[config.mk]
export PLATFORM = sky130hd
export DESIGN_NAME = dta_demod_cfg
export DESIGN_NICKNAME = d
export VERILOG_FILES = /design/src/pkg/dta_demod_cfg_pkg.sv /design/src/hw/dta_rate_gen.sv /design/src/hw/dta_demod_cfg.sv
export SDC_FILE = /design/constraint.sdc
export NUM_CORES = 1
export LEC_CHECK = 0
export BUFFER_PORTS_ARGS = -buffer_cell sky130_fd_sc_hd__buf_2
export CORE_MARGIN = 8
export CORE_UTILIZATION = 25
export DETAILED_ROUTE_END_ITERATION = 8
export PLACE_DENSITY = 0.39
export SLEW_MARGIN = 0
export SYNTH_ARGS = -nofsm -noshare
export SYNTH_HDL_FRONTEND = slang
export SYNTH_SLANG_ARGS = --single-unit
export TNS_END_PERCENT = 100
[constraint.sdc]
create_clock -name mclk_in -period 2.8 [get_ports mclk_in]
set_clock_uncertainty 0.15 [all_clocks]
set_input_delay 0.42 -clock mclk_in [delete_from_list [all_inputs] [get_ports mclk_in]]
set_output_delay 0.42 -clock mclk_in [all_outputs]
set_load 0.005 [all_outputs]
[src/pkg/dta_demod_cfg_pkg.sv]
// demodulator configuration register slice: offsets, fields, resets, counts
// assumes byte-wide register access from the serial register port engine
package dta_demod_cfg_pkg;

	// ----------------------------------------------------------------
	// register offsets
	// ----------------------------------------------------------------
	localparam logic [7:0] DTA_OFS_RATE = 8'h03;
	localparam logic [7:0] DTA_OFS_LOWER = 8'h04;
	localparam logic [7:0] DTA_OFS_DISCH = 8'h05;
	localparam logic [7:0] DTA_OFS_METHOD = 8'h06;
	localparam logic [7:0] DTA_OFS_AFC = 8'h07;
	localparam logic [7:0] DTA_OFS_FREEZE = 8'h08;

	// ----------------------------------------------------------------
	// reset values
	// ----------------------------------------------------------------
	localparam logic [7:0] DTA_RATE_RST = 8'h10;
	localparam logic [7:0] DTA_LOWER_RST = 8'h00;
	localparam logic [7:0] DTA_DISCH_RST = 8'h00;
	localparam logic [7:0] DTA_METHOD_RST = 8'h0F;
	localparam logic [7:0] DTA_AFC_RST = 8'h02;
	localparam logic [7:0] DTA_FREEZE_RST = 8'h00;

	// ----------------------------------------------------------------
	// implemented bits per register, all others read zero
	// ----------------------------------------------------------------
	localparam logic [7:0] DTA_RATE_MASK = 8'hFF;
	localparam logic [7:0] DTA_LOWER_MASK = 8'hFF;
	localparam logic [7:0] DTA_DISCH_MASK = 8'h7F;
	localparam logic [7:0] DTA_METHOD_MASK = 8'h7F;
	localparam logic [7:0] DTA_AFC_MASK = 8'h1F;
	localparam logic [7:0] DTA_FREEZE_MASK = 8'h40;

	// ----------------------------------------------------------------
	// field positions
	// ----------------------------------------------------------------
	localparam int DTA_LOW_DELAY_BUFFER_SELECT_POS = 7;
	localparam int DTA_LD_BW_POS = 6;
	localparam int DTA_COARSE_LSB = 3;
	localparam int DTA_FINE_LSB = 0;
	localparam int DTA_DT_LSB = 5;
	localparam int DTA_TC_LSB = 0;
	localparam int DTA_METHOD_POS = 6;
	localparam int DTA_BW_POS = 5;
	localparam int DTA_GC_LSB = 0;
	localparam int DTA_LIMIT_LSB = 2;
	localparam int DTA_GAIN_LSB = 0;
	localparam int DTA_FREEZE_POS = 6;

	// ----------------------------------------------------------------
	// codes and timing
	// ----------------------------------------------------------------
	localparam logic [2:0] DTA_COARSE_DEFAULT = 3'h2;
	localparam logic [1:0] DTA_DT_DOUBLE = 2'h1;
	localparam logic [2:0] DTA_LIMIT_OFF = 3'h0;
	localparam logic [3:0] DTA_GAIN_UNIT = 4'h1;
	localparam int DTA_CLK_PERIOD_NS = 10;
	// mclk cycles per fine step at 4x rate, one eighth of the sample period at fine 0
	localparam logic [10:0] DTA_RATE_UNIT = 11'h001;
	localparam int DTA_PERIOD_W = 11;

endpackage : dta_demod_cfg_pkg

[src/hw/dta_rate_gen.sv]
// sample-rate enable generator for the demodulator rate converter
// assumes codes come from flops on the same clock
`timescale 1ns/1ps
module dta_rate_gen
	import dta_demod_cfg_pkg::*;
(
	input wire logic mclk_in,
	input wire logic rstn_in,
	input wire logic [2:0] coarse_rate_scale_in,
	input wire logic [2:0] fine_rate_scale_in,
	output logic sample_en_out
);

	// ----------------------------------------------------------------
	// period decode: unit * (8+fine) << coarse
	// ----------------------------------------------------------------
	function automatic logic [DTA_PERIOD_W-1:0] rate_period(input logic [2:0] coarse, input logic [2:0] fine);
		logic [DTA_PERIOD_W-1:0] base;
		base = DTA_RATE_UNIT * (11'h008 + {8'h00, fine});
		rate_period = base << coarse;
	endfunction : rate_period

	logic [DTA_PERIOD_W-1:0] cnt;
	wire [DTA_PERIOD_W-1:0] reload_val = rate_period(coarse_rate_scale_in, fine_rate_scale_in) - 11'h001;
	wire cnt_wrap = (cnt == '0);

	always_ff @(posedge mclk_in or negedge rstn_in)
	begin
		if (!rstn_in)
		begin
			cnt <= '0;
			sample_en_out <= 1'b0;
		end
		else
		begin
			cnt <= cnt_wrap ? reload_val : cnt - 11'h001;
			sample_en_out <= cnt_wrap;
		end
	end

	// ----------------------------------------------------------------
	// checks
	// ----------------------------------------------------------------
	a_rate_default: assert property (@(posedge mclk_in) disable iff (!rstn_in)
		(cnt_wrap && coarse_rate_scale_in == 3'h2 && fine_rate_scale_in == 3'h0) |=> (cnt == 11'h01F) ##1 sample_en_out == 1'b0)
		else $error("default rate period is not 32 cycles");
	a_rate_slowest: assert property (@(posedge mclk_in) disable iff (!rstn_in)
		(cnt_wrap && coarse_rate_scale_in == 3'h7 && fine_rate_scale_in == 3'h0) |=> cnt == 11'h3FF)
		else $error("coarse code 7 is not 1/32 of default");
	a_rate_fast: assert property (@(posedge mclk_in) disable iff (!rstn_in)
		(cnt_wrap && coarse_rate_scale_in == 3'h0 && fine_rate_scale_in == 3'h0) |=> cnt == 11'h007)
		else $error("coarse code 0 is not 4x default");
	a_rate_fine: assert property (@(posedge mclk_in) disable iff (!rstn_in)
		(cnt_wrap && coarse_rate_scale_in == 3'h2 && fine_rate_scale_in == 3'h7) |=> cnt == 11'h03B)
		else $error("fine code 7 is not 8/15 of default");

endmodule : dta_rate_gen

[src/hw/dta_demod_cfg.sv]
// demodulator threshold, rate and frequency-correction configuration registers
// assumes byte register accesses from the serial port engine on mclk_in
`timescale 1ns/1ps
module dta_demod_cfg
	import dta_demod_cfg_pkg::*;
(
	input wire logic mclk_in,
	input wire logic rstn_in,
	input wire logic [7:0] reg_addr_in,
	input wire logic [7:0] reg_wdata_in,
	input wire logic reg_wr_in,
	input wire logic reg_rd_in,
	input wire logic fsk_mode_in,
	input wire logic preamble_detected_in,
	output logic [7:0] reg_rdata_out,
	output logic sample_en_out,
	output logic [2:0] coarse_rate_scale_out,
	output logic [2:0] fine_rate_scale_out,
	output logic low_delay_buffer_select_out,
	output logic post_filter_wide_out,
	output logic signed [7:0] threshold_lower_bound_out,
	output logic threshold_discharge_double_out,
	output logic [4:0] threshold_time_constant_out,
	output logic precharged_lowpass_en_out,
	output logic threshold_filter_bw_double_out,
	output logic adaptive_peak_detector_en_out,
	output logic [4:0] threshold_gain_param_out,
	output logic freq_correction_en_out,
	output logic [2:0] freq_offset_limit_out,
	output logic [3:0] freq_loop_gain_out,
	output logic freq_loop_update_en_out
);

	// ----------------------------------------------------------------
	// register storage
	// ----------------------------------------------------------------
	logic [7:0] rate_cfg;
	logic [7:0] ask_threshold_lower_bound;
	logic [7:0] ask_threshold_discharge_timeconst;
	logic [7:0] ask_threshold_method_gain;
	logic [7:0] freq_correction_config;
	logic [7:0] freeze_cfg;

	wire hit_rate = (reg_addr_in == DTA_OFS_RATE);
	wire hit_lower = (reg_addr_in == DTA_OFS_LOWER);
	wire hit_disch = (reg_addr_in == DTA_OFS_DISCH);
	wire hit_method = (reg_addr_in == DTA_OFS_METHOD);
	wire hit_afc = (reg_addr_in == DTA_OFS_AFC);
	wire hit_freeze = (reg_addr_in == DTA_OFS_FREEZE);

	// unused bits never stored
	wire [7:0] wdata_rate = reg_wdata_in & DTA_RATE_MASK;
	wire [7:0] wdata_lower = reg_wdata_in & DTA_LOWER_MASK;
	wire [7:0] wdata_disch = reg_wdata_in & DTA_DISCH_MASK;
	wire [7:0] wdata_method = reg_wdata_in & DTA_METHOD_MASK;
	wire [7:0] wdata_afc = reg_wdata_in & DTA_AFC_MASK;
	wire [7:0] wdata_freeze = reg_wdata_in & DTA_FREEZE_MASK;

	always_ff @(posedge mclk_in or negedge rstn_in)
	begin
		if (!rstn_in)
		begin
			rate_cfg <= DTA_RATE_RST;
			ask_threshold_lower_bound <= DTA_LOWER_RST;
			ask_threshold_discharge_timeconst <= DTA_DISCH_RST;
			ask_threshold_method_gain <= DTA_METHOD_RST;
			freq_correction_config <= DTA_AFC_RST;
			freeze_cfg <= DTA_FREEZE_RST;
		end
		else if (reg_wr_in)
		begin
			if (hit_rate)
				rate_cfg <= wdata_rate;
			if (hit_lower)
				ask_threshold_lower_bound <= wdata_lower;
			if (hit_disch)
				ask_threshold_discharge_timeconst <= wdata_disch;
			if (hit_method)
				ask_threshold_method_gain <= wdata_method;
			if (hit_afc)
				freq_correction_config <= wdata_afc;
			if (hit_freeze)
				freeze_cfg <= wdata_freeze;
		end
	end

	// ----------------------------------------------------------------
	// read path, unmapped offsets read zero
	// ----------------------------------------------------------------
	wire [7:0] rd_mux = ({8{hit_rate}} & rate_cfg)
		| ({8{hit_lower}} & ask_threshold_lower_bound)
		| ({8{hit_disch}} & ask_threshold_discharge_timeconst)
		| ({8{hit_method}} & ask_threshold_method_gain)
		| ({8{hit_afc}} & freq_correction_config)
		| ({8{hit_freeze}} & freeze_cfg);

	always_ff @(posedge mclk_in or negedge rstn_in)
	begin
		if (!rstn_in)
			reg_rdata_out <= 8'h00;
		else if (reg_rd_in)
			reg_rdata_out <= rd_mux;
	end

	// ----------------------------------------------------------------
	// field decode
	// ----------------------------------------------------------------
	wire [2:0] coarse_code = rate_cfg[DTA_COARSE_LSB +: 3];
	wire [2:0] fine_code = rate_cfg[DTA_FINE_LSB +: 3];
	wire [1:0] disch_code = ask_threshold_discharge_timeconst[DTA_DT_LSB +: 2];
	wire method_peak = ask_threshold_method_gain[DTA_METHOD_POS];
	wire bw_bit = ask_threshold_method_gain[DTA_BW_POS];
	wire [2:0] limit_code = freq_correction_config[DTA_LIMIT_LSB +: 3];
	wire [1:0] gain_code = freq_correction_config[DTA_GAIN_LSB +: 2];
	wire freeze_bit = freeze_cfg[DTA_FREEZE_POS];

	// codes 2 and 3 keep the default discharge time
	wire next_disch_double = (disch_code == DTA_DT_DOUBLE);
	// bandwidth bit only matters for the lowpass method
	wire next_bw_double = ~method_peak & bw_bit;
	wire next_corr_en = (limit_code != DTA_LIMIT_OFF);
	// gain in quarters of default: 1, 2, 4, 8
	wire [3:0] next_gain = DTA_GAIN_UNIT << gain_code;
	// freeze is ignored in ASK mode
	wire freeze_now = freeze_bit & fsk_mode_in & preamble_detected_in;
	wire next_update_en = next_corr_en & ~freeze_now;

	// ----------------------------------------------------------------
	// registered outputs to the datapath
	// ----------------------------------------------------------------
	always_ff @(posedge mclk_in or negedge rstn_in)
	begin
		if (!rstn_in)
		begin
			coarse_rate_scale_out <= DTA_COARSE_DEFAULT;
			fine_rate_scale_out <= 3'h0;
			low_delay_buffer_select_out <= 1'b0;
			post_filter_wide_out <= 1'b0;
			threshold_lower_bound_out <= 8'sh00;
			threshold_discharge_double_out <= 1'b0;
			threshold_time_constant_out <= 5'h00;
			precharged_lowpass_en_out <= 1'b1;
			threshold_filter_bw_double_out <= 1'b0;
			adaptive_peak_detector_en_out <= 1'b0;
			threshold_gain_param_out <= 5'h0F;
			freq_correction_en_out <= 1'b0;
			freq_offset_limit_out <= 3'h0;
			freq_loop_gain_out <= 4'h4;
			freq_loop_update_en_out <= 1'b0;
		end
		else
		begin
			coarse_rate_scale_out <= coarse_code;
			fine_rate_scale_out <= fine_code;
			low_delay_buffer_select_out <= rate_cfg[DTA_LOW_DELAY_BUFFER_SELECT_POS];
			post_filter_wide_out <= rate_cfg[DTA_LD_BW_POS];
			threshold_lower_bound_out <= $signed(ask_threshold_lower_bound);
			threshold_discharge_double_out <= next_disch_double;
			threshold_time_constant_out <= ask_threshold_discharge_timeconst[DTA_TC_LSB +: 5];
			precharged_lowpass_en_out <= ~method_peak;
			threshold_filter_bw_double_out <= next_bw_double;
			adaptive_peak_detector_en_out <= method_peak;
			threshold_gain_param_out <= ask_threshold_method_gain[DTA_GC_LSB +: 5];
			freq_correction_en_out <= next_corr_en;
			freq_offset_limit_out <= limit_code;
			freq_loop_gain_out <= next_gain;
			freq_loop_update_en_out <= next_update_en;
		end
	end

	// ----------------------------------------------------------------
	// sample enable from the rate converter settings
	// ----------------------------------------------------------------
	dta_rate_gen u_rate_gen (
		.mclk_in(mclk_in),
		.rstn_in(rstn_in),
		.coarse_rate_scale_in(coarse_code),
		.fine_rate_scale_in(fine_code),
		.sample_en_out(sample_en_out)
	);

	// ----------------------------------------------------------------
	// checks
	// ----------------------------------------------------------------
	a_lower_bound_signed: assert property (@(posedge mclk_in) disable iff (!rstn_in)
		(reg_wr_in && hit_lower) |=> ##1 (threshold_lower_bound_out == $signed($past(reg_wdata_in, 2))))
		else $error("lower bound output does not follow written value");
	a_discharge_double: assert property (@(posedge mclk_in) disable iff (!rstn_in)
		(reg_wr_in && hit_disch) |=> ##1 (threshold_discharge_double_out == ($past(reg_wdata_in[6:5], 2) == 2'h1)))
		else $error("discharge double does not match code 1");
	a_method_peak: assert property (@(posedge mclk_in) disable iff (!rstn_in)
		method_peak |=> (adaptive_peak_detector_en_out && !precharged_lowpass_en_out && !threshold_filter_bw_double_out))
		else $error("peak method not selected from method bit");
	a_method_lowpass_bw: assert property (@(posedge mclk_in) disable iff (!rstn_in)
		(!method_peak && bw_bit) |=> (precharged_lowpass_en_out && threshold_filter_bw_double_out))
		else $error("lowpass bandwidth doubling missing");
	a_limit_disable: assert property (@(posedge mclk_in) disable iff (!rstn_in)
		(limit_code == 3'h0) |=> (!freq_correction_en_out && !freq_loop_update_en_out))
		else $error("correction active with limit code 0");
	a_gain_double: assert property (@(posedge mclk_in) disable iff (!rstn_in)
		(gain_code == 2'h3) |=> (freq_loop_gain_out == 4'h8 && $past(gain_code) == 2'h3))
		else $error("loop gain code 3 is not double default");
	a_gain_quarter: assert property (@(posedge mclk_in) disable iff (!rstn_in)
		(gain_code == 2'h0) |=> freq_loop_gain_out == 4'h1)
		else $error("loop gain code 0 is not quarter default");
	a_freeze_fsk: assert property (@(posedge mclk_in) disable iff (!rstn_in)
		(freeze_bit && fsk_mode_in && preamble_detected_in) |=> !freq_loop_update_en_out)
		else $error("correction loop not frozen after preamble");
	a_freeze_ask_ignored: assert property (@(posedge mclk_in) disable iff (!rstn_in)
		(!fsk_mode_in && next_corr_en) |=> freq_loop_update_en_out)
		else $error("freeze acted in ASK mode");
	a_unused_zero: assert property (@(posedge mclk_in) disable iff (!rstn_in)
		(reg_rd_in && hit_afc) |=> (reg_rdata_out[7:5] == 3'h0))
		else $error("unused bits of correction register read nonzero");
	a_unmapped_zero: assert property (@(posedge mclk_in) disable iff (!rstn_in)
		(reg_rd_in && reg_addr_in > DTA_OFS_FREEZE) |=> (reg_rdata_out == 8'h00))
		else $error("unmapped offset read nonzero");

endmodule : dta_demod_cfg

==> out/metrics.yaml <==
async_reset_ff_share_pct: 100
status: "complete, no violations"
cp_cell_sequence: "nand2b_1 > nor3_1 > a21oi_2 > ha_1 > o211ai_1 > a2111o_1 > o21ai_0 > nand3_1"
yosysTopAreaCellShare_pct: 54.3
mappedNetlistArea_um2: 3780
cts_tree: "built"
htreeDepth: 3
crit_family: "compound AO/OA/AOI/OAI gates"
drt.antenna.violating_nets: 0
hold_path.class: "input pin to flip-flop"
die_h_um: 139
arrival_ns: 2.65
syn_nets: 303
clkSinkCount: 95
grt_pass1_wl_um: 15900
clk_latency_ns: 0.34
max-slew-margin-rel_pct: 58.7
synth_area_per_cell_um2: 13.5
cap_violations: 0
leakage_nw: 2.26
clockBufferDepth: 2
wl_per_cell_um: 17.4
layout_common_cells: "dfrtp_1, buf_2, mux2_2"
instances_no_fill: 558
die_x_um: 139
utilization_pct: 31.6
setup_viol: 0
worstPathRequired_ns: 2.87
fp-row-count: 45
worstMarginPinSlew_ns: 0.617
end_kind: "flip-flop"
synth_cell_types: 51
synth_seq_cells: 95
layout_commonest_cell: "dfrtp_1"
vias_per_cell: 4.68
grt_max_degree: 40
synth-edff-count: 0
antenna_found_initial: 0
synthFlopType: "dfrtp_1"
postCtsSetupBuffers: 0
drv_slew: 0
cts-root-buf: "clkbuf_16"
hold_violations: 0
cts_buffers: 9
initial_utilization_pct: 25.2
startpoint_type: "flip-flop"
io_pins: 70
critPathMaxFanout: 15
dpl.cell_count: 541
wirelength_um: 9710
num_antenna_cells: 0
drc: 0
yosysWarnings: 0
vias: 2611
place_hpwl_um: 7110
clk_pin_slew_worst_paths_ns: 0.06
gp_congestion: 0.784
first_pass_iters: 5
power_density_nw_per_um2: 678
rsz0062_at_grt: "no"
grt_overflow: 0
drt_iter0_markers: 193
track_usage_pct: 10.7
synth_area_leaders: "dfrtp_1, mux2_2, dfstp_2, nor2_1, a222oi_1"
dieArea_um2: 19300
setup_tns_ns: 0
crit_path_max_incr_delay_ns: 0.68
ys_seq_area_share_pct: 63.3
synth_top_cell_by_area: "dfrtp_1"
grt_pass1_vias: 2781
synthCells: 280
path_buf_inv: 0
fin_crit_sh_pct: 92.2
drive_gt1_share_pct: 41.6
fmax_ghz: 0.387
io_buffers: 69
period_minus_slack_ns: 2.58
crit_type: "flip-flop to flip-flop"
layout.nets: 388
coreArea_um2: 15000
irDropWorstVdd_uv: 313
crit_slowest_cell: "dfstp_2"
area_growth_pct: 25.3
[power by group]
group	internal (W)	total [W]	switching, W
registers	0.00151	0.00161	0.0000982
logic	0.000163	0.000377	0.000214
clock network	0.000718	0.00123	0.000509
[path summary, 6_finish.rpt]
kind / start / end / slack, ns / cells past startpoint
min: reg_wdata_in[7] / ask_threshold_lower_bound[7] / 0.18 / 2
min in group asynchronous: rstn_in / threshold_lower_bound_out[6] / 0.44 / 2
max reg2reg: rate_cfg[4] / u_rate_gen.cnt[8] / 0.22 / 8
max in group asynchronous: rstn_in / rate_cfg[4] / 1.31 / 3
max: rate_cfg[4] / u_rate_gen.cnt[8] / 0.22 / 8
min reg2reg: ask_threshold_method_gain[0] / threshold_gain_param_out[0] / 0.23 / 0
[synth_stat cells, types with 3 or more instances]
master,instances
nor2b_1,7
a21oi_1,8
xor2_1,5
nand2_1,11
nand3_1,7
a22oi_1,7
inv_1,3
nand2b_1,8
clkbuf_1,4
a31oi_1,9
mux2_2,37
a222oi_1,6
dfstp_2,13
dfrtp_1,82
and2_1,3
nor2_1,17
o21ai_0,6
[cells by family (layout without fill, tap and decap cells)]
| group | after synthesis | after routing | synth area share [%] |
|---|---|---|---|
| DFF | 95 | 95 | 63.3 |
| muxes | 39 | 39 | 11.5 |
| adders and majority gates | 1 | 1 | 0.331 |
| buffers and inverters | 10 | 100 | 1.03 |
| xor gates and xnor gates | 7 | 7 | 1.62 |
| AOI/OAI and AO/OA | 50 | 50 | 9.50 |
| and+or+nand+nor | 78 | 78 | 12.7 |
[registers in the layout, summed over array words and instances (netlist names), 4 cells and up]
name	flops
u_rate_gen.cnt	11
threshold_lower_bound_out	8
freq_correction_config	5
threshold_gain_param_out	5
freq_loop_gain_out	4
threshold_time_constant_out	5
ask_threshold_method_gain	7
rate_cfg	8
ask_threshold_lower_bound	8
ask_threshold_discharge_timeconst	7
reg_rdata_out	8
[metrics by stage]
| stage | setup slack, ns | hold WS, ns | total power (W) | cell area [um^2] |
|---|---|---|---|---|
| after floorplan | 0.334 | -0.0256 | 0.00183 | 3780 |
| after global placement | 0.176 | 0.224 | 0.00202 | 4430 |
| after detailed placement | 0.117 | 0.220 | 0.00201 | 4430 |
| after CTS | 0.122 | 0.162 | 0.00325 | 4740 |
| after global routing | 0.0240 | 0.168 | 0.00338 | 4740 |
| final | 0.219 | 0.181 | 0.00321 | 4740 |
[repair_timing]
| action | in CTS | in global routing |
|---|---|---|
| resized for setup | 0 | 1 |
| endpoints found under the hold margin | 30 | 0 |
| setup endpoints to repair | 0 | 2 |
| hold buffers | 1 | 0 |
[cell type report]
| class | count | area (um^2) |
|---|---|---|
| Timing Repair Buffer | 81 | 453 |
| Inverter | 3 | 11.3 |
| Multi-Input combinational cell | 175 | 1350 |
| Sequential cell | 95 | 2390 |
| Fill cell | 1532 | 10200 |
| Clock buffer | 13 | 250 |
| Tap cell | 188 | 235 |
| Clock inverter | 3 | 43.8 |
[metal layers]
layer / vias up / part of all wire [%] / global-route usage [%]
met1: 1334 / 43 / 12.8
met2: 61 / 50 / 17.1
met4: 0 / 2.3 / 5.72
li1: 1202 / - / -
met5: - / 0 / 0
met3: 14 / 5.3 / 3.13
(Power assumes the default switching activity.)
